===== src/pei_pkg.sv =====
// Purpose: Shared constants and types for the event interrupt block
// Assumes: AXI4-Lite register access, 32-bit data, 16-bit registers
// Notes:   Register index times four gives the byte address
package pei_pkg;

  // ----------------------------------------------------------------
  // Register indices and byte addresses
  // ----------------------------------------------------------------
  localparam logic [11:0] PEI_IDX_CFG = 12'h011;
  localparam logic [11:0] PEI_IDX_EV1 = 12'h012;
  localparam logic [11:0] PEI_IDX_EV2 = 12'h013;
  localparam logic [11:0] PEI_IDX_EV3 = 12'h018;
  localparam int PEI_AW = 14;
  localparam logic [13:0] PEI_ADDR_CFG = {PEI_IDX_CFG, 2'b00};
  localparam logic [13:0] PEI_ADDR_EV1 = {PEI_IDX_EV1, 2'b00};
  localparam logic [13:0] PEI_ADDR_EV2 = {PEI_IDX_EV2, 2'b00};
  localparam logic [13:0] PEI_ADDR_EV3 = {PEI_IDX_EV3, 2'b00};

  // ----------------------------------------------------------------
  // Field layouts: status bits and their enables
  // ----------------------------------------------------------------
  localparam logic [15:0] PEI_EV1_STS = 16'hEC00;
  localparam logic [15:0] PEI_EV1_EN = 16'h00EC;
  localparam logic [15:0] PEI_EV2_STS = 16'hCD00;
  localparam logic [15:0] PEI_EV2_EN = 16'h00CC;
  localparam logic [15:0] PEI_EV3_STS = 16'hCF00;
  localparam logic [15:0] PEI_EV3_EN = 16'h00CF;
  localparam int PEI_EN_SHIFT = 8;
  localparam int PEI_ONEHOT_BIT = 8;
  localparam int PEI_CFG_FORCE_BIT = 2;
  localparam int PEI_CFG_GIE_BIT = 1;

  // ----------------------------------------------------------------
  // Reset values
  // ----------------------------------------------------------------
  localparam logic [15:0] PEI_EV1_RST = 16'h0000;
  localparam logic [15:0] PEI_EV2_RST = 16'h0000;
  localparam logic [15:0] PEI_EV3_RST = 16'h0008;
  localparam logic [15:0] PEI_CFG_RST = 16'h0000;
  localparam logic [15:0] PEI_CFG_MASK = 16'h0006;

  // ----------------------------------------------------------------
  // AXI response codes and event carrier
  // ----------------------------------------------------------------
  localparam logic [1:0] PEI_RESP_OKAY = 2'h0;
  localparam logic [1:0] PEI_RESP_SLVERR = 2'h2;

  typedef struct packed {
    logic link_quality_low;
    logic energy_detect_change;
    logic link_change;
    logic esd_fault;
    logic training_done;
    logic undervoltage;
    logic overvoltage;
    logic overtemperature;
    logic sleep_change;
    logic not_one_hot;
    logic ops_ack_received;
    logic ops_channel_transmit_pending_clr;
    logic power_up_done;
    logic no_frame;
    logic wake_request;
    logic low_power_sleep_signal;
  } pei_events_s;

endpackage : pei_pkg


===== src/pei_event_irq.sv =====
// Purpose: Latched event status, per-event enables and interrupt output
// Assumes: Event inputs are one-cycle pulses on aclk from PHY logic
// Notes:   Status bits clear on read of their register
//          Events share aclk, so they pass no synchroniser
//          A set in the clearing read's cycle survives that read
//
// What this block does
// - Link-quality-low status bit 15, enable bit 7
// - Link-quality enable gates its interrupt contribution
// - Energy-detect change status 14, enable 6
// - Link change status 13, enable 5
// - ESD fault status 11, enable 3
// - Training done status 10, enable 2
// - Undervoltage status 15, enable 7, register two
// - Overvoltage status 14, enable 6, register two
// - Overtemperature status 11, enable 3, register two
// - Sleep change status 10, enable 2
// - One-hot violation status bit 8, no enable
// - Ops acknowledge status 15, enable 7
// - Transmit-pending clear status 14, enable 6
// - Power-up done status 11, enable 3 resets one
// - No-frame status 10, enable 2
// - Wake status 9/1, low-power-sleep status 8/0
// - Registers one and two at 0x12, 0x13
// - Register three at 0x18, resets 0x8
// - Global enable gates all event interrupt reporting, not the force bit
// - Force bit drives interrupt pin active
`timescale 1ns/10ps
module pei_event_irq
  import pei_pkg::*;
(
  // Clock and reset
  input wire logic aclk,
  input wire logic aresetn,
  // AXI4-Lite write address and data
  input wire logic [PEI_AW-1:0] s_axi_awaddr,
  input wire logic [2:0] s_axi_awprot,
  input wire logic s_axi_awvalid,
  output logic s_axi_awready,
  input wire logic [31:0] s_axi_wdata,
  input wire logic [3:0] s_axi_wstrb,
  input wire logic s_axi_wvalid,
  output logic s_axi_wready,
  // AXI4-Lite write response
  output logic [1:0] s_axi_bresp,
  output logic s_axi_bvalid,
  input wire logic s_axi_bready,
  // AXI4-Lite read
  input wire logic [PEI_AW-1:0] s_axi_araddr,
  input wire logic [2:0] s_axi_arprot,
  input wire logic s_axi_arvalid,
  output logic s_axi_arready,
  output logic [31:0] s_axi_rdata,
  output logic [1:0] s_axi_rresp,
  output logic s_axi_rvalid,
  input wire logic s_axi_rready,
  // Event pulses from PHY logic
  input wire pei_events_s events,
  // Interrupt toward host, active high
  output logic irq
);

  // ----------------------------------------------------------------
  // Register state
  // ----------------------------------------------------------------
  logic [15:0] ev1_r;
  logic [15:0] ev2_r;
  logic [15:0] ev3_r;
  logic [15:0] cfg_r;
  logic [15:0] ev1_nxt;
  logic [15:0] ev2_nxt;
  logic [15:0] ev3_nxt;
  logic [15:0] cfg_nxt;

  // ----------------------------------------------------------------
  // Bus channel state
  // ----------------------------------------------------------------
  logic aw_held_r;
  logic w_held_r;
  logic [PEI_AW-1:0] awaddr_r;
  logic [31:0] wdata_r;
  logic [3:0] wstrb_r;
  logic bvalid_r;
  logic [1:0] bresp_r;
  logic rvalid_r;
  logic [31:0] rdata_r;
  logic [1:0] rresp_r;

  // ----------------------------------------------------------------
  // Interrupt state
  // ----------------------------------------------------------------
  logic irq_r;

  // ----------------------------------------------------------------
  // Decode
  // ----------------------------------------------------------------
  function automatic logic [2:0] pei_decode(input logic [PEI_AW-1:0] a);
    logic [2:0] sel;
    sel = 3'h0;
    case (a)
      PEI_ADDR_EV1: sel = 3'h1;
      PEI_ADDR_EV2: sel = 3'h2;
      PEI_ADDR_EV3: sel = 3'h3;
      PEI_ADDR_CFG: sel = 3'h4;
      default: sel = 3'h0;
    endcase
    return sel;
  endfunction : pei_decode

  // Unmapped addresses are refused; mapped ones answer OKAY
  function automatic logic [1:0] pei_resp(input logic [2:0] sel);
    logic [1:0] resp;
    resp = PEI_RESP_OKAY;
    if (sel == 3'h0) begin
      resp = PEI_RESP_SLVERR;
    end
    return resp;
  endfunction : pei_resp

  // ----------------------------------------------------------------
  // Bus handshakes and selects
  // ----------------------------------------------------------------
  // Write is done once both address and data are held and no write response is pending
  wire logic wr_fire = aw_held_r && w_held_r && !bvalid_r;
  wire logic [2:0] wr_sel = pei_decode(awaddr_r);
  wire logic rd_fire = s_axi_arvalid && !rvalid_r;
  wire logic [2:0] rd_sel = pei_decode(s_axi_araddr);

  // ----------------------------------------------------------------
  // Write strobe lanes
  // ----------------------------------------------------------------
  // Only the two low byte lanes reach a 16-bit register
  logic [15:0] wr_lo;
  logic [15:0] wr_keep;
  for (genvar g = 0; g < 2; g++) begin : g_lane
    assign wr_lo[8*g+7:8*g] = wstrb_r[g] ? wdata_r[8*g+7:8*g] : 8'h00;
    assign wr_keep[8*g+7:8*g] = {8{~wstrb_r[g]}};
  end

  // ----------------------------------------------------------------
  // Event capture
  // ----------------------------------------------------------------
  wire logic [15:0] ev1_set = {events.link_quality_low,
                               events.energy_detect_change,
                               events.link_change,
                               1'b0,
                               events.esd_fault,
                               events.training_done,
                               10'h000};
  wire logic [15:0] ev2_set = {events.undervoltage,
                               events.overvoltage,
                               2'h0,
                               events.overtemperature,
                               events.sleep_change,
                               1'b0,
                               events.not_one_hot,
                               8'h00};
  wire logic [15:0] ev3_set = {events.ops_ack_received,
                               events.ops_channel_transmit_pending_clr,
                               2'h0,
                               events.power_up_done,
                               events.no_frame,
                               events.wake_request,
                               events.low_power_sleep_signal,
                               8'h00};

  // ----------------------------------------------------------------
  // Clear and write strobes per register
  // ----------------------------------------------------------------
  // Read clears status; a new event in the same cycle wins over the clear
  wire logic rd_clr1 = rd_fire && (rd_sel == 3'h1);
  wire logic rd_clr2 = rd_fire && (rd_sel == 3'h2);
  wire logic rd_clr3 = rd_fire && (rd_sel == 3'h3);
  wire logic wr1 = wr_fire && (wr_sel == 3'h1);
  wire logic wr2 = wr_fire && (wr_sel == 3'h2);
  wire logic wr3 = wr_fire && (wr_sel == 3'h3);
  wire logic wr4 = wr_fire && (wr_sel == 3'h4);

  // ----------------------------------------------------------------
  // Next register values
  // ----------------------------------------------------------------
  // Enables written, status bits only by hardware, reserved stay zero
  assign ev1_nxt = ((rd_clr1 ? 16'h0000 : ev1_r & PEI_EV1_STS) | ev1_set)
                 | ((wr1 ? (ev1_r & wr_keep) | wr_lo : ev1_r)
                    & PEI_EV1_EN);
  assign ev2_nxt = ((rd_clr2 ? 16'h0000 : ev2_r & PEI_EV2_STS) | ev2_set)
                 | ((wr2 ? (ev2_r & wr_keep) | wr_lo : ev2_r)
                    & PEI_EV2_EN);
  assign ev3_nxt = ((rd_clr3 ? 16'h0000 : ev3_r & PEI_EV3_STS) | ev3_set)
                 | ((wr3 ? (ev3_r & wr_keep) | wr_lo : ev3_r)
                    & PEI_EV3_EN);
  assign cfg_nxt = (wr4 ? (cfg_r & wr_keep) | wr_lo : cfg_r) & PEI_CFG_MASK;

  always_ff @(posedge aclk) begin
    if (!aresetn) begin
      ev1_r <= PEI_EV1_RST;
    end else begin
      ev1_r <= ev1_nxt;
    end
  end

  always_ff @(posedge aclk) begin
    if (!aresetn) begin
      ev2_r <= PEI_EV2_RST;
    end else begin
      ev2_r <= ev2_nxt;
    end
  end

  always_ff @(posedge aclk) begin
    if (!aresetn) begin
      ev3_r <= PEI_EV3_RST;
    end else begin
      ev3_r <= ev3_nxt;
    end
  end

  always_ff @(posedge aclk) begin
    if (!aresetn) begin
      cfg_r <= PEI_CFG_RST;
    end else begin
      cfg_r <= cfg_nxt;
    end
  end

  // ----------------------------------------------------------------
  // Per-event status views
  // ----------------------------------------------------------------
  wire logic st_lq = ev1_r[15];
  wire logic st_edet = ev1_r[14];
  wire logic st_lchg = ev1_r[13];
  wire logic st_esd = ev1_r[11];
  wire logic st_train = ev1_r[10];
  wire logic st_uvolt = ev2_r[15];
  wire logic st_ovolt = ev2_r[14];
  wire logic st_otemp = ev2_r[11];
  wire logic st_sleep = ev2_r[10];
  wire logic st_onehot = ev2_r[PEI_ONEHOT_BIT];
  wire logic st_ack = ev3_r[15];
  wire logic st_txclr = ev3_r[14];
  wire logic st_pwrup = ev3_r[11];
  wire logic st_noframe = ev3_r[10];
  wire logic st_wake = ev3_r[9];
  wire logic st_lowpwr = ev3_r[8];

  // ----------------------------------------------------------------
  // Per-event enable views
  // ----------------------------------------------------------------
  // Each enable sits one byte below its status bit
  wire logic en_lq = ev1_r[15-PEI_EN_SHIFT];
  wire logic en_edet = ev1_r[14-PEI_EN_SHIFT];
  wire logic en_lchg = ev1_r[13-PEI_EN_SHIFT];
  wire logic en_esd = ev1_r[11-PEI_EN_SHIFT];
  wire logic en_train = ev1_r[10-PEI_EN_SHIFT];
  wire logic en_uvolt = ev2_r[15-PEI_EN_SHIFT];
  wire logic en_ovolt = ev2_r[14-PEI_EN_SHIFT];
  wire logic en_otemp = ev2_r[11-PEI_EN_SHIFT];
  wire logic en_sleep = ev2_r[10-PEI_EN_SHIFT];
  wire logic en_ack = ev3_r[15-PEI_EN_SHIFT];
  wire logic en_txclr = ev3_r[14-PEI_EN_SHIFT];
  wire logic en_pwrup = ev3_r[11-PEI_EN_SHIFT];
  wire logic en_noframe = ev3_r[10-PEI_EN_SHIFT];
  wire logic en_wake = ev3_r[9-PEI_EN_SHIFT];
  wire logic en_lowpwr = ev3_r[8-PEI_EN_SHIFT];

  // ----------------------------------------------------------------
  // Interrupt causes
  // ----------------------------------------------------------------
  // One-hot check has no enable of its own, so only the global enable gates it
  wire logic hit_lq = st_lq && en_lq;
  wire logic hit_edet = st_edet && en_edet;
  wire logic hit_lchg = st_lchg && en_lchg;
  wire logic hit_esd = st_esd && en_esd;
  wire logic hit_train = st_train && en_train;
  wire logic hit_uvolt = st_uvolt && en_uvolt;
  wire logic hit_ovolt = st_ovolt && en_ovolt;
  wire logic hit_otemp = st_otemp && en_otemp;
  wire logic hit_sleep = st_sleep && en_sleep;
  wire logic hit_onehot = st_onehot;
  wire logic hit_ack = st_ack && en_ack;
  wire logic hit_txclr = st_txclr && en_txclr;
  wire logic hit_pwrup = st_pwrup && en_pwrup;
  wire logic hit_noframe = st_noframe && en_noframe;
  wire logic hit_wake = st_wake && en_wake;
  wire logic hit_lowpwr = st_lowpwr && en_lowpwr;
  wire logic any_act = hit_lq || hit_edet || hit_lchg || hit_esd
                     || hit_train || hit_uvolt || hit_ovolt || hit_otemp
                     || hit_sleep || hit_onehot || hit_ack || hit_txclr
                     || hit_pwrup || hit_noframe || hit_wake
                     || hit_lowpwr;

  // ----------------------------------------------------------------
  // Interrupt output
  // ----------------------------------------------------------------
  wire logic gie = cfg_r[PEI_CFG_GIE_BIT];
  wire logic force_pin = cfg_r[PEI_CFG_FORCE_BIT];

  always_ff @(posedge aclk) begin
    if (!aresetn) begin
      irq_r <= 1'b0;
    end else begin
      irq_r <= force_pin || (gie && any_act);
    end
  end
  assign irq = irq_r;

  // ----------------------------------------------------------------
  // AXI4-Lite write channel
  // ----------------------------------------------------------------
  always_ff @(posedge aclk) begin
    if (!aresetn) begin
      aw_held_r <= 1'b0;
      w_held_r <= 1'b0;
      awaddr_r <= '0;
      wdata_r <= 32'h0000_0000;
      wstrb_r <= 4'h0;
      bvalid_r <= 1'b0;
      bresp_r <= PEI_RESP_OKAY;
    end else begin
      if (s_axi_awvalid && !aw_held_r) begin
        aw_held_r <= 1'b1;
        awaddr_r <= s_axi_awaddr;
      end
      if (s_axi_wvalid && !w_held_r) begin
        w_held_r <= 1'b1;
        wdata_r <= s_axi_wdata;
        wstrb_r <= s_axi_wstrb;
      end
      if (wr_fire) begin
        aw_held_r <= 1'b0;
        w_held_r <= 1'b0;
        bvalid_r <= 1'b1;
        bresp_r <= pei_resp(wr_sel);
      end else if (bvalid_r && s_axi_bready) begin
        bvalid_r <= 1'b0;
      end
    end
  end
  assign s_axi_awready = !aw_held_r;
  assign s_axi_wready = !w_held_r;
  assign s_axi_bvalid = bvalid_r;
  assign s_axi_bresp = bresp_r;

  // ----------------------------------------------------------------
  // AXI4-Lite read channel
  // ----------------------------------------------------------------
  // ----------------------------------------------------------------
  // Read data select
  // ----------------------------------------------------------------
  wire logic [15:0] rd_val = (rd_sel == 3'h1) ? ev1_r :
                             (rd_sel == 3'h2) ? ev2_r :
                             (rd_sel == 3'h3) ? ev3_r :
                             (rd_sel == 3'h4) ? cfg_r : 16'h0000;

  always_ff @(posedge aclk) begin
    if (!aresetn) begin
      rvalid_r <= 1'b0;
      rdata_r <= 32'h0000_0000;
      rresp_r <= PEI_RESP_OKAY;
    end else if (rd_fire) begin
      rvalid_r <= 1'b1;
      rdata_r <= {16'h0000, rd_val};
      rresp_r <= pei_resp(rd_sel);
    end else if (rvalid_r && s_axi_rready) begin
      rvalid_r <= 1'b0;
    end
  end
  assign s_axi_arready = !rvalid_r;
  assign s_axi_rvalid = rvalid_r;
  assign s_axi_rdata = rdata_r;
  assign s_axi_rresp = rresp_r;

endmodule : pei_event_irq


===== config.mk =====
export PLATFORM = sky130hd
export DESIGN_NAME = pei_event_irq
export DESIGN_NICKNAME = d
export VERILOG_FILES = /design/src/pei_pkg.sv /design/src/pei_event_irq.sv
export SDC_FILE = /design/constraint.sdc
export NUM_CORES = 1
export LEC_CHECK = 0
export BUFFER_PORTS_ARGS = -buffer_cell sky130_fd_sc_hd__buf_4
export CAP_MARGIN = 20
export CORE_UTILIZATION = 48
export DETAILED_ROUTE_END_ITERATION = 10
export PLACE_DENSITY = 0.8
export RECOVER_POWER = 25
export SLEW_MARGIN = 25
export SYNTH_ARGS = -nofsm -noshare
export SYNTH_HDL_FRONTEND = slang
export SYNTH_SLANG_ARGS = --single-unit

===== constraint.sdc =====
create_clock -name aclk -period 1.8 [get_ports aclk]
set_clock_uncertainty 0.15 [all_clocks]
set_input_delay 0.09 -clock aclk [delete_from_list [all_inputs] [get_ports aclk]]
set_output_delay 0.09 -clock aclk [all_outputs]
set_load 0.005 [all_outputs]

# Word level (Yosys, flattened, before mapping)
# Cells that the tools add are included.
# totals
regBits	107
in_bits	93
wordCells	121
# op_classes
eq_ne	16
muxes	19
n_bitwise	16
reduce_logical	55
# op_table
operator	n
14-bit by 7-bit == test with 1-bit output, second input constant	8
16-bit 2-to-1 mux	6
16-bit OR	3
16-bit by 8-bit OR with 16-bit output	3
8-bit 2-to-1 mux	4
1-bit logical AND	30
8-bit bitwise AND	3
8-bit OR	3
3-bit one-hot mux with 4 select lines	2
1-bit logical OR	16
3-bit by 2-bit == test with 1-bit output, second input constant	4
3-bit by 1-bit == test with 1-bit output, second input constant	2
3-bit == test, second input constant	2
3-bit zero test	2
1-bit zero test	4
1-bit 2-to-1 mux	4
2-bit 2-to-1 mux	2
2-bit nonzero test	2
3-bit bitwise AND	1
3-bit 2-to-1 mux	1
3-bit OR	1
1-bit NOT	2
2-bit OR reduction	1

# Depth between registers and ports, before layout
# Gate-level depths: netlist of run 1.
# logic_depth
ltp_word	18
ltp_mapped	6
depth_no_buf	4

# Least setup slack after synthesis of run 1
# OpenSTA, ideal clock, no wires.
# synth_timing
path_type	flip-flop to flip-flop
from	register awaddr_r[9]
to	register with a tool-made name
setup_time_ns	0.132
arrival_time_ns	1.287
setup_slack_ns	0.230
path_stages_with_launch	6
path_cell_list	dfxtp_1 > nor4_2 > nand4_1 > clkbuf_1 > o21ai_0 > a21oi_1
# synth_lines
element	line	rtl
from (decl)	pei_event_irq.sv:80	logic [PEI_AW-1:0] awaddr_r;
from (signal assigned)	pei_event_irq.sv:322	awaddr_r <= s_axi_awaddr;

# Worst setup path in the final report of run 1
# layout_timing
from	input s_axi_araddr[3]
to	register rdata_r[6], in the netlist s_axi_rdata[6]
# layout_between
elab_chain_cells	6
elab_cells_between_ends	11
classes_between	eq/ne: 7; mux: 4
# layout_rtl
element	line	rtl
from (decl)	pei_event_irq.sv:49	input wire logic [PEI_AW-1:0] s_axi_araddr,
14-bit by 7-bit == test with 1-bit output	pei_event_irq.sv:100	case (a)
3-bit one-hot mux with 4 select lines *	pei_event_irq.sv:100	
3-bit by 2-bit == test with 1-bit output	pei_event_irq.sv:352	(rd_sel == 3'h3) ? ev3_r :
16-bit 2-to-1 mux	pei_event_irq.sv:352	
16-bit 2-to-1 mux	pei_event_irq.sv:351	(rd_sel == 3'h2) ? ev2_r :
16-bit 2-to-1 mux *	pei_event_irq.sv:350	wire logic [15:0] rd_val = (rd_sel == 3'h1) ? ev1_r :
to (signal assigned)	pei_event_irq.sv:362	rdata_r <= {16'h0000, rd_val};
to (decl)	pei_event_irq.sv:86	logic [31:0] rdata_r;
# Mark *: on every way between the ends. The rest lies on a longest branch, timed or not.
# A chain may end at the register's enable or synchronous reset.

==> metrics.yaml, run 1 <==
cts:
  clk_latency_ps: 340
  cts_sinks: 76
  numCtsBuffers: 9
  cts_root_buf: "clkbuf_8"
  cts_buffer_depth: 2
  clkTransAtPathRegs_ps: 70
  cts_tree: "yes"
  htreeDepth: 3
timing:
  maxSlewViolCount: 0
  max_slew_margin_pct: 57.8
  rsz0062_at_grt: "no"
  fin_crit_ps: 1700
  tns_ps: 0
  setup_viol: 0
  worst_pin_slew_ps: 633
  timing.final.ws_setup_ps: 103
  post-route-period-util_pct: 94.3
  max_freq_ghz: 0.589
  hold_viol: 0
worst_setup_path:
  startpoint: "s_axi_araddr[3]"
  cp.arrival_ps: 1810
  endpoint_kind: "flip-flop"
  r2r-start: "s_axi_rvalid"
  reg2regPathDepth: 5
  critPathRequiredTime_ps: 1920
  cp-start-kind: "input pin"
  criticalPathCategory: "in -> reg"
  path_max_fanout: 8
placement:
  dpl_cell_area_sq_um: 3980
  io_buffers: 80
  gp_congestion: 0.874
  dp_slack_ps: 128
  dp_hpwl_mm: 5.91
min_path:
  hp-class: "in -> reg"
  min_from: "s_axi_araddr[2]"
  hold_path_depth: 4
floorplanning:
  dieArea_sq_um: 7300
  die_w_microns: 85.4
  initial_core_util_pct: 49.4
  fp.coreArea_sq_um: 6760
  dieHeight_microns: 85.4
  rows: 30
  ios: 135
grt:
  track_usage_pct: 24.7
  antenna_found_initial: 0
  grt_overflow: 0
  first_global_vias: 3194
  grt_max_degree: 27
  grt_pass1_wl_mm: 14.3
routing:
  met2_length_mm: 4.58
  vias: 3324
  routed_via_density: 5.40
  routed_wl_mm: 8.76
  wl_per_cell_microns: 14.2
  ant_nets: 0
  met3_length_microns: 483
  top_layer_used: "met4"
  remaining_drc_errors: 0
  met1Wirelength_mm: 3.55
  dr.pass1.iters: 4
  first_iter_violations: 192
synth:
  syn_area_per_cell_sq_um: 8.35
  ys_warn_count: 0
  seq_area_frac_synth_pct: 45.5
  synth-seq-cells: 76
  synth_edf_count: 0
  ys.flop_type: "dfxtp_1"
  synthArstFlopShare_pct: 0
  syn_area_sq_um: 3340
  synth_cell_types: 39
  synthCells: 400
final_layout:
  areaGrowthSynthToFinish_pct: 40.1
  num-nets-final: 624
  drive_above_1_share_pct: 21.9
  n_antenna_cell: 0
  fin_area_sq_um: 4680
  finish.utilization_pct: 69.3
status:
  status: "completed"
power_and_ir_drop:
  p_leak_nw: 1.97
  p_per_area_nw_per_um2: 792
  peakVddDrop_mv: 0.404
flow_run:
  drv_cap: 0
-- cell usage in the layout (no fill, tap or decap), types with 2 or more instances in the layout --
cell type / n
nand2_1: 42
nand3_1: 21
clkbuf_8: 11
inv_1: 15
conb_1: 20
clkbuf_1: 3
a22oi_1: 7
nand4_1: 7
and2_1: 10
clkbuf_4: 19
nor4_2: 3
xor2_1: 2
a31oi_1: 8
o22ai_1: 7
nor3_1: 2
o21ai_0: 33
bufinv_16: 2
dfxtp_1: 76
nor2_1: 22
dlygate4sd3_1: 46
a21oi_1: 58
nor2b_1: 6
mux2i_1: 16
nand2b_1: 4
or3b_1: 2
buf_4: 71
nor4b_1: 2
-- repair_timing --
| action | 4_1_cts | 5_1_grt |
|---|---|---|
| hold buffers | 46 | 0 |
| buffers inserted | 0 | 2 |
| endpoints found under the setup margin | 0 | 11 |
| resized for setup | 0 | 3 |
| endpoints found under the hold margin | 49 | 0 |
-- critical path, cell delays in order --
cell	delay [ps]
dlygate4sd3_1	540
buf_4	160
or3b_1	460
a21oi_1	240
nand2_2	160
o22ai_1	160
-- cell families after synthesis --
logic type      synth area share [%]
simple gates                    20.9
compound gates                  18.8
flops                           45.5
buf+inv                         8.73
mux                             5.13
xor+xnor                       0.787
other cells                    0.112
-- report_power, final --
part	leakage [nW]	switching, mW	internal, mW	total, mW
sequential	0.622	0.0560	1.75	1.80
clock	0.111	0.600	0.846	1.45
combinational	1.23	0.209	0.248	0.457
total	1.97	0.865	2.84	3.71
-- synthesized netlist by cell type (all sizes together), types with 3 or more instances --
| cell type | n | share of area [%] |
|---|---|---|
| mux2i | 16 | 4.8 |
| a22oi | 7 | 1.6 |
| nand4 | 7 | 1.3 |
| nor4 | 3 | 1.1 |
| a31oi | 8 | 1.5 |
| nor4b | 3 | 1.2 |
| inv | 16 | 1.8 |
| o21ai | 33 | 4.9 |
| nor2 | 22 | 2.5 |
| and2 | 10 | 1.9 |
| nand2b | 4 | 0.75 |
| and4 | 3 | 0.86 |
| dfxtp | 76 | 46 |
| clkbuf | 15 | 1.7 |
| o22ai | 7 | 1.3 |
| buf | 24 | 5.2 |
| nand2 | 43 | 4.8 |
| nor2b | 6 | 1.1 |
| a21oi | 58 | 8.7 |
| nand3 | 21 | 3.1 |
-- path summary, 6_finish.rpt --
kind / slack (ps) / endpoint
worst max-delay path: 100 / s_axi_rdata[6]
worst min-delay path: 10 / s_axi_rdata[9]
worst max register to register: 120 / ev2_r[10]
worst min register to register: 310 / s_axi_rdata[13]
-- stage by stage --
stage / instances / total power, mW / hold WS [ps]
finish: 615 / 3.71 / 13.0
global placement: 552 / 2.20 / 143
CTS: 613 / 3.73 / 0.865
floorplan: 419 / 2.05 / 16.2
detailed placement: 552 / 2.21 / 151
global route: 615 / 3.87 / 10.6
-- layer usage --
metal	GRT usage [%]	vias up
met5	0	-
li1	-	1621
met2	44.5	153
met4	9.09	0
met1	29.4	1531
met3	4.28	19
-- layout make-up --
type | instances | area [sq um]
Multi-Input combinational cell | 288 | 1610
Clock buffer | 11 | 151
Tap cell | 80 | 100
Sequential cell | 76 | 1520
Timing Repair Buffer | 140 | 1170
Fill cell | 524 | 2080
Clock inverter | 4 | 72.6
Inverter | 16 | 60.1
Note: power is estimated with default switching activity, not from simulation.
==> run 2, diff against run 1 <==
--- a/config.mk
+++ b/config.mk
@@ -7,6 +7,7 @@
 export LEC_CHECK = 0
 export BUFFER_PORTS_ARGS = -buffer_cell sky130_fd_sc_hd__buf_4
 export CAP_MARGIN = 20
+export CORE_MARGIN = 3
 export CORE_UTILIZATION = 48
 export DETAILED_ROUTE_END_ITERATION = 10
 export PLACE_DENSITY = 0.8
==> metrics.yaml, run 2 (same netlist as run 1, synthesis figures left out) <==
timing:
  hold_viol: 0
  timing.final.ws_setup_ps: 111
  max_freq_ghz: 0.592
  setup_viol: 0
  rsz0062_at_grt: "no"
  fin_crit_ps: 1690
  tns_ps: 0
  post-route-period-util_pct: 93.8
  worst_pin_slew_ps: 547
  maxSlewViolCount: 0
  max_slew_margin_pct: 63.5
cts:
  cts_root_buf: "clkbuf_8"
  htreeDepth: 3
  clkTransAtPathRegs_ps: 70
  cts_tree: "yes"
  clk_latency_ps: 340
  cts_sinks: 76
  cts_buffer_depth: 2
  numCtsBuffers: 9
floorplanning:
  dieArea_sq_um: 8000
  rows: 29
  dieHeight_microns: 89.4
  initial_core_util_pct: 51.1
  die_w_microns: 89.4
  fp.coreArea_sq_um: 6530
  ios: 135
final_layout:
  final_common_cell: "dfxtp_1"
  nFillCells: 509
  layout_common_cells: "76 x dfxtp_1, 67 x buf_4, 58 x a21oi_1, 46 x dlygate4sd3_1, 42 x nand2_1"
  drive_above_1_share_pct: 21.5
  n_antenna_cell: 0
  num-nets-final: 619
  ff_latch_area_sq_um: 1520
  multi_input_area_sq_um: 1610
  fin_cells: 607
  areaGrowthSynthToFinish_pct: 38.7
  finish.utilization_pct: 70.9
routing:
  dr.pass1.iters: 5
  ant_nets: 0
  remaining_drc_errors: 0
  wl_per_cell_microns: 14.5
  vias: 3278
  routed_via_density: 5.40
  first_iter_violations: 149
  routed_wl_mm: 8.79
grt:
  track_usage_pct: 22.0
  antenna_found_initial: 0
  grt_pass1_wl_mm: 13.7
  first_global_vias: 2979
  grt_overflow: 0
  grt_max_degree: 41
power_and_ir_drop:
  power.total_mw: 3.60
  p_leak_nw: 1.94
  peakVddDrop_mv: 0.390
  p_per_area_nw_per_um2: 777
placement:
  place_inst: 546
  dp_slack_ps: 155
  dp_hpwl_mm: 6.01
  gp_congestion: 0.894
  io_buffers: 80
worst_setup_path:
  cp.arrival_ps: 1810
  criticalPathCategory: "reg -> reg"
  path_max_fanout: 7
  cp-start-kind: "flip-flop"
  critPathRequiredTime_ps: 1920
  endpoint_kind: "flip-flop"
status:
  status: "completed"
min_path:
  hp-class: "in -> reg"
flow_run:
  drv_cap: 0
==> run 2: cell types whose count changed in the layout (fill, tap and decap cells not counted) <==
cell	change
bufinv_16	-1
nor4b_2	+1
clkbuf_1	-1
nor4b_1	-1
clkbuf_8	+1
or3b_1	-1
inv_6	+1
clkinvlp_4	-1
buf_4	-4
or3b_4	+1
nor3b_2	-1
nor3b_1	+1
==> run 2: worst paths after layout <==
kind,depth (start not counted),from,end,slack [ps]
setup / recovery,4,s_axi_rvalid,s_axi_rdata[1],110
hold / removal,4,s_axi_araddr[2],s_axi_rdata[9],40
setup reg to reg,4,s_axi_rvalid,s_axi_rdata[1],110
hold reg to reg,2,s_axi_rdata[13],s_axi_rdata[13],300
==> run 2: final cells by class <==
class                   count  area share [%]
clock buffers              12            3.57
clock inverters             3           0.945
inverters                  16            1.30
multi-input cells         288            34.8
flip-flops and latches     76            32.8
well taps                  77            2.08
repair buffers            135            24.5
==> run 2: repair_timing <==
action | in CTS | in global routing
setup buffers | 0 | 0
setup endpoints to repair | 0 | 11
hold buffers | 46 | 0
hold endpoints to repair | 49 | 0
gates resized for setup | 0 | 4
==> run 2: per-stage QoR <==
stage | cell area, sq um | hold slack (ps)
finish | 4630 | 37.5
global route | 4630 | 40.1
CTS | 4630 | 0.112
detailed placement | 3960 | 152
global placement | 3960 | 143
floorplan | 3410 | 16.2
==> run 2: per-layer routing <==
layer / global-route usage (%) / part of all wire (%)
met3: 3.78 / 5.6
met4: 8.39 / 1.3
met1: 27.1 / 42
met5: 0 / 0
met2: 38.0 / 51
==> run 2: report_power, final <==
| part | leakage, nW | internal [mW] | switching (mW) |
|---|---|---|---|
| logic | 1.21 | 0.246 | 0.205 |
| registers | 0.622 | 1.75 | 0.0571 |
| clock network | 0.109 | 0.750 | 0.596 |
| total | 1.94 | 2.74 | 0.858 |
==> run 2: worst max-delay path, cell delays in order, from the launching register on <==
cell and delay [ps]:
dfxtp_1 370, nor3b_1 310, and4_4 310, or3b_1 350, a21oi_1 130
==> run 3, diff against run 2 <==
--- a/config.mk
+++ b/config.mk
@@ -5,12 +5,13 @@
 export SDC_FILE = /design/constraint.sdc
 export NUM_CORES = 1
 export LEC_CHECK = 0
+export ABC_AREA = 1
 export BUFFER_PORTS_ARGS = -buffer_cell sky130_fd_sc_hd__buf_4
 export CAP_MARGIN = 20
 export CORE_MARGIN = 3
-export CORE_UTILIZATION = 48
+export CORE_UTILIZATION = 49
 export DETAILED_ROUTE_END_ITERATION = 10
-export PLACE_DENSITY = 0.8
+export PLACE_DENSITY = 0.81
 export RECOVER_POWER = 25
 export SLEW_MARGIN = 25
 export SYNTH_ARGS = -nofsm -noshare
==> metrics.yaml, run 3 <==
final_layout:
  num-nets-final: 700
  finish.utilization_pct: 73.1
  nFillCells: 502
  ff_latch_area_sq_um: 1520
  layout_common_cells: "111 x nand2_1, 76 x dfxtp_1, 72 x buf_4, 60 x nor2_1, 55 x a21oi_1"
  areaGrowthSynthToFinish_pct: 39.7
  drive_above_1_share_pct: 22.6
  final_common_cell: "nand2_1"
  n_antenna_cell: 0
  multi_input_area_sq_um: 1630
synth:
  seq_area_frac_synth_pct: 44.0
  synth_top_area_share_pct: 44.0
  yosys-top-cells-area: "dfxtp_1 44%, nand2_1 12%, a21oi_1 8.0%, nor2_1 6.6%, buf_4 4.6%"
  synthArstFlopShare_pct: 0
  syn_area_per_cell_sq_um: 7.35
  synthCells: 470
  syn_area_sq_um: 3450
  synth_top_area_cell: "dfxtp_1"
  synth_cell_types: 30
  ys_warn_count: 0
  synth-seq-cells: 76
  netlist_top_cells_count: "111 x nand2_1, 76 x dfxtp_1, 61 x nor2_1, 55 x a21oi_1, 30 x inv_1"
  ys.flop_type: "dfxtp_1"
  synth.most_common_cell: "nand2_1"
  synth_edf_count: 0
routing:
  remaining_drc_errors: 0
  routed_via_density: 5.03
  dr.pass1.iters: 5
  ant_nets: 0
  vias: 3539
  wl_per_cell_microns: 13.5
  first_iter_violations: 278
  routed_wl_mm: 9.49
flow_run:
  drv_cap: 0
timing:
  whs_ps: 111
  maxSlewViolCount: 0
  max_freq_ghz: 0.560
  post-route-period-util_pct: 99.2
  fin_crit_ps: 1780
  hold_viol: 0
  rsz0062_at_grt: "yes"
  setup_viol: 0
placement:
  dp_hpwl_mm: 6.07
  io_buffers: 80
  gp_congestion: 0.874
min_path:
  hp-class: "in -> reg"
  hold_path_depth: 8
cts:
  clkTransAtPathRegs_ps: 70
  cts_sinks: 76
  clk_latency_ps: 340
  numCtsBuffers: 9
  htreeDepth: 3
  cts_buffer_depth: 2
  cts_tree: "yes"
  cts_root_buf: "clkbuf_8"
grt:
  first_global_vias: 3334
  antenna_found_initial: 0
  track_usage_pct: 23.1
  grt_max_degree: 47
  grt_overflow: 0
  grt_pass1_wl_mm: 15.4
floorplanning:
  dieHeight_microns: 90.0
  dieArea_sq_um: 8090
  fp.coreArea_sq_um: 6600
  ios: 135
  die_w_microns: 90.0
  initial_core_util_pct: 52.3
  rows: 29
worst_setup_path:
  endpoint_kind: "flip-flop"
  cp-start-kind: "flip-flop"
  criticalPathCategory: "reg -> reg"
  critPathRequiredTime_ps: 1880
  path_max_fanout: 7
  cp.arrival_ps: 1870
  reg2regPathDepth: 5
power_and_ir_drop:
  p_leak_nw: 2.11
  p_per_area_nw_per_um2: 768
  peakVddDrop_mv: 0.513
status:
  status: "completed"
==> run 3: cell types whose count changed after synthesis, moves of 8 or more <==
cell | before | now
nand2_1 | 43 | 111
nor2_1 | 22 | 61
mux2i_1 | 16 | 0
inv_1 | 15 | 30
and2_1 | 10 | 0
o21ai_0 | 33 | 24
a31oi_1 | 8 | 0
==> run 3: cells by family after synthesis <==
logic type / synth area share (%)
and+or+nand+nor: 31.4
AOI/OAI and AO/OA: 13.5
DFF: 44.0
buffers and inverters: 10.9
other: 0.109
==> run 3: per-stage QoR <==
step                      instance area (sq um)  power (mW)  worst slack, ps  std cells  TNS [ps]
after floorplan                            3530        2.09              397        489         0
after global placement                     4090        2.24              256        635         0
after detailed placement                   4090        2.25              224        635         0
after CTS                                  4790        3.69             18.2        700         0
after global routing                       4830        3.85            -39.6        704     -88.7
final                                      4830        3.71             15.1        704         0
==> run 3: report_power, final <==
| part | internal [mW] | leakage (nW) | switching (mW) |
|---|---|---|---|
| Combinational | 0.261 | 1.38 | 0.255 |
| Clock | 0.769 | 0.102 | 0.601 |
| Sequential | 1.76 | 0.624 | 0.0629 |
==> run 3: final cells by class <==
cell class	count	area share, %
clock buffers	10	2.64
clock inverters	5	1.61
inverters	37	3.06
multi-input cells	340	33.9
flip-flops and latches	76	31.5
well taps	93	2.41
repair buffers	142	24.8
repair inverters	1	0.104
==> run 3: metal layers <==
layer	up-vias	GRT usage [%]	wire (microns)
met4	0	9.44	214
met1	1597	29.6	4060
met3	18	3.84	657
li1	1765	-	-
met2	159	38.5	4560
met5	-	0	0
==> run 3: worst max-delay path, cell delays in order (launching register included) <==
cell	delay (ps)
dfxtp_1	340
nor2_4	190
clkinvlp_4	200
nor2_1	150
nor2_1	70
dlygate4sd3_1	560
==> run 3: path summary, 6_finish.rpt <==
kind	startpoint	slack (ps)	endpoint
worst max-delay path	aw_held_r	20	awaddr_r[9]
worst min-delay path	s_axi_araddr[0]	110	s_axi_rdata[1]
worst max register to register	aw_held_r	20	awaddr_r[9]
worst min register to register	awaddr_r[1]	310	awaddr_r[1]
==> run 3: what timing repair did <==
item	CTS	global route
setup buffers	0	3
endpoints found under the setup margin	0	7
endpoints found under the hold margin	45	0
resized for setup	0	5
hold buffers	50	0
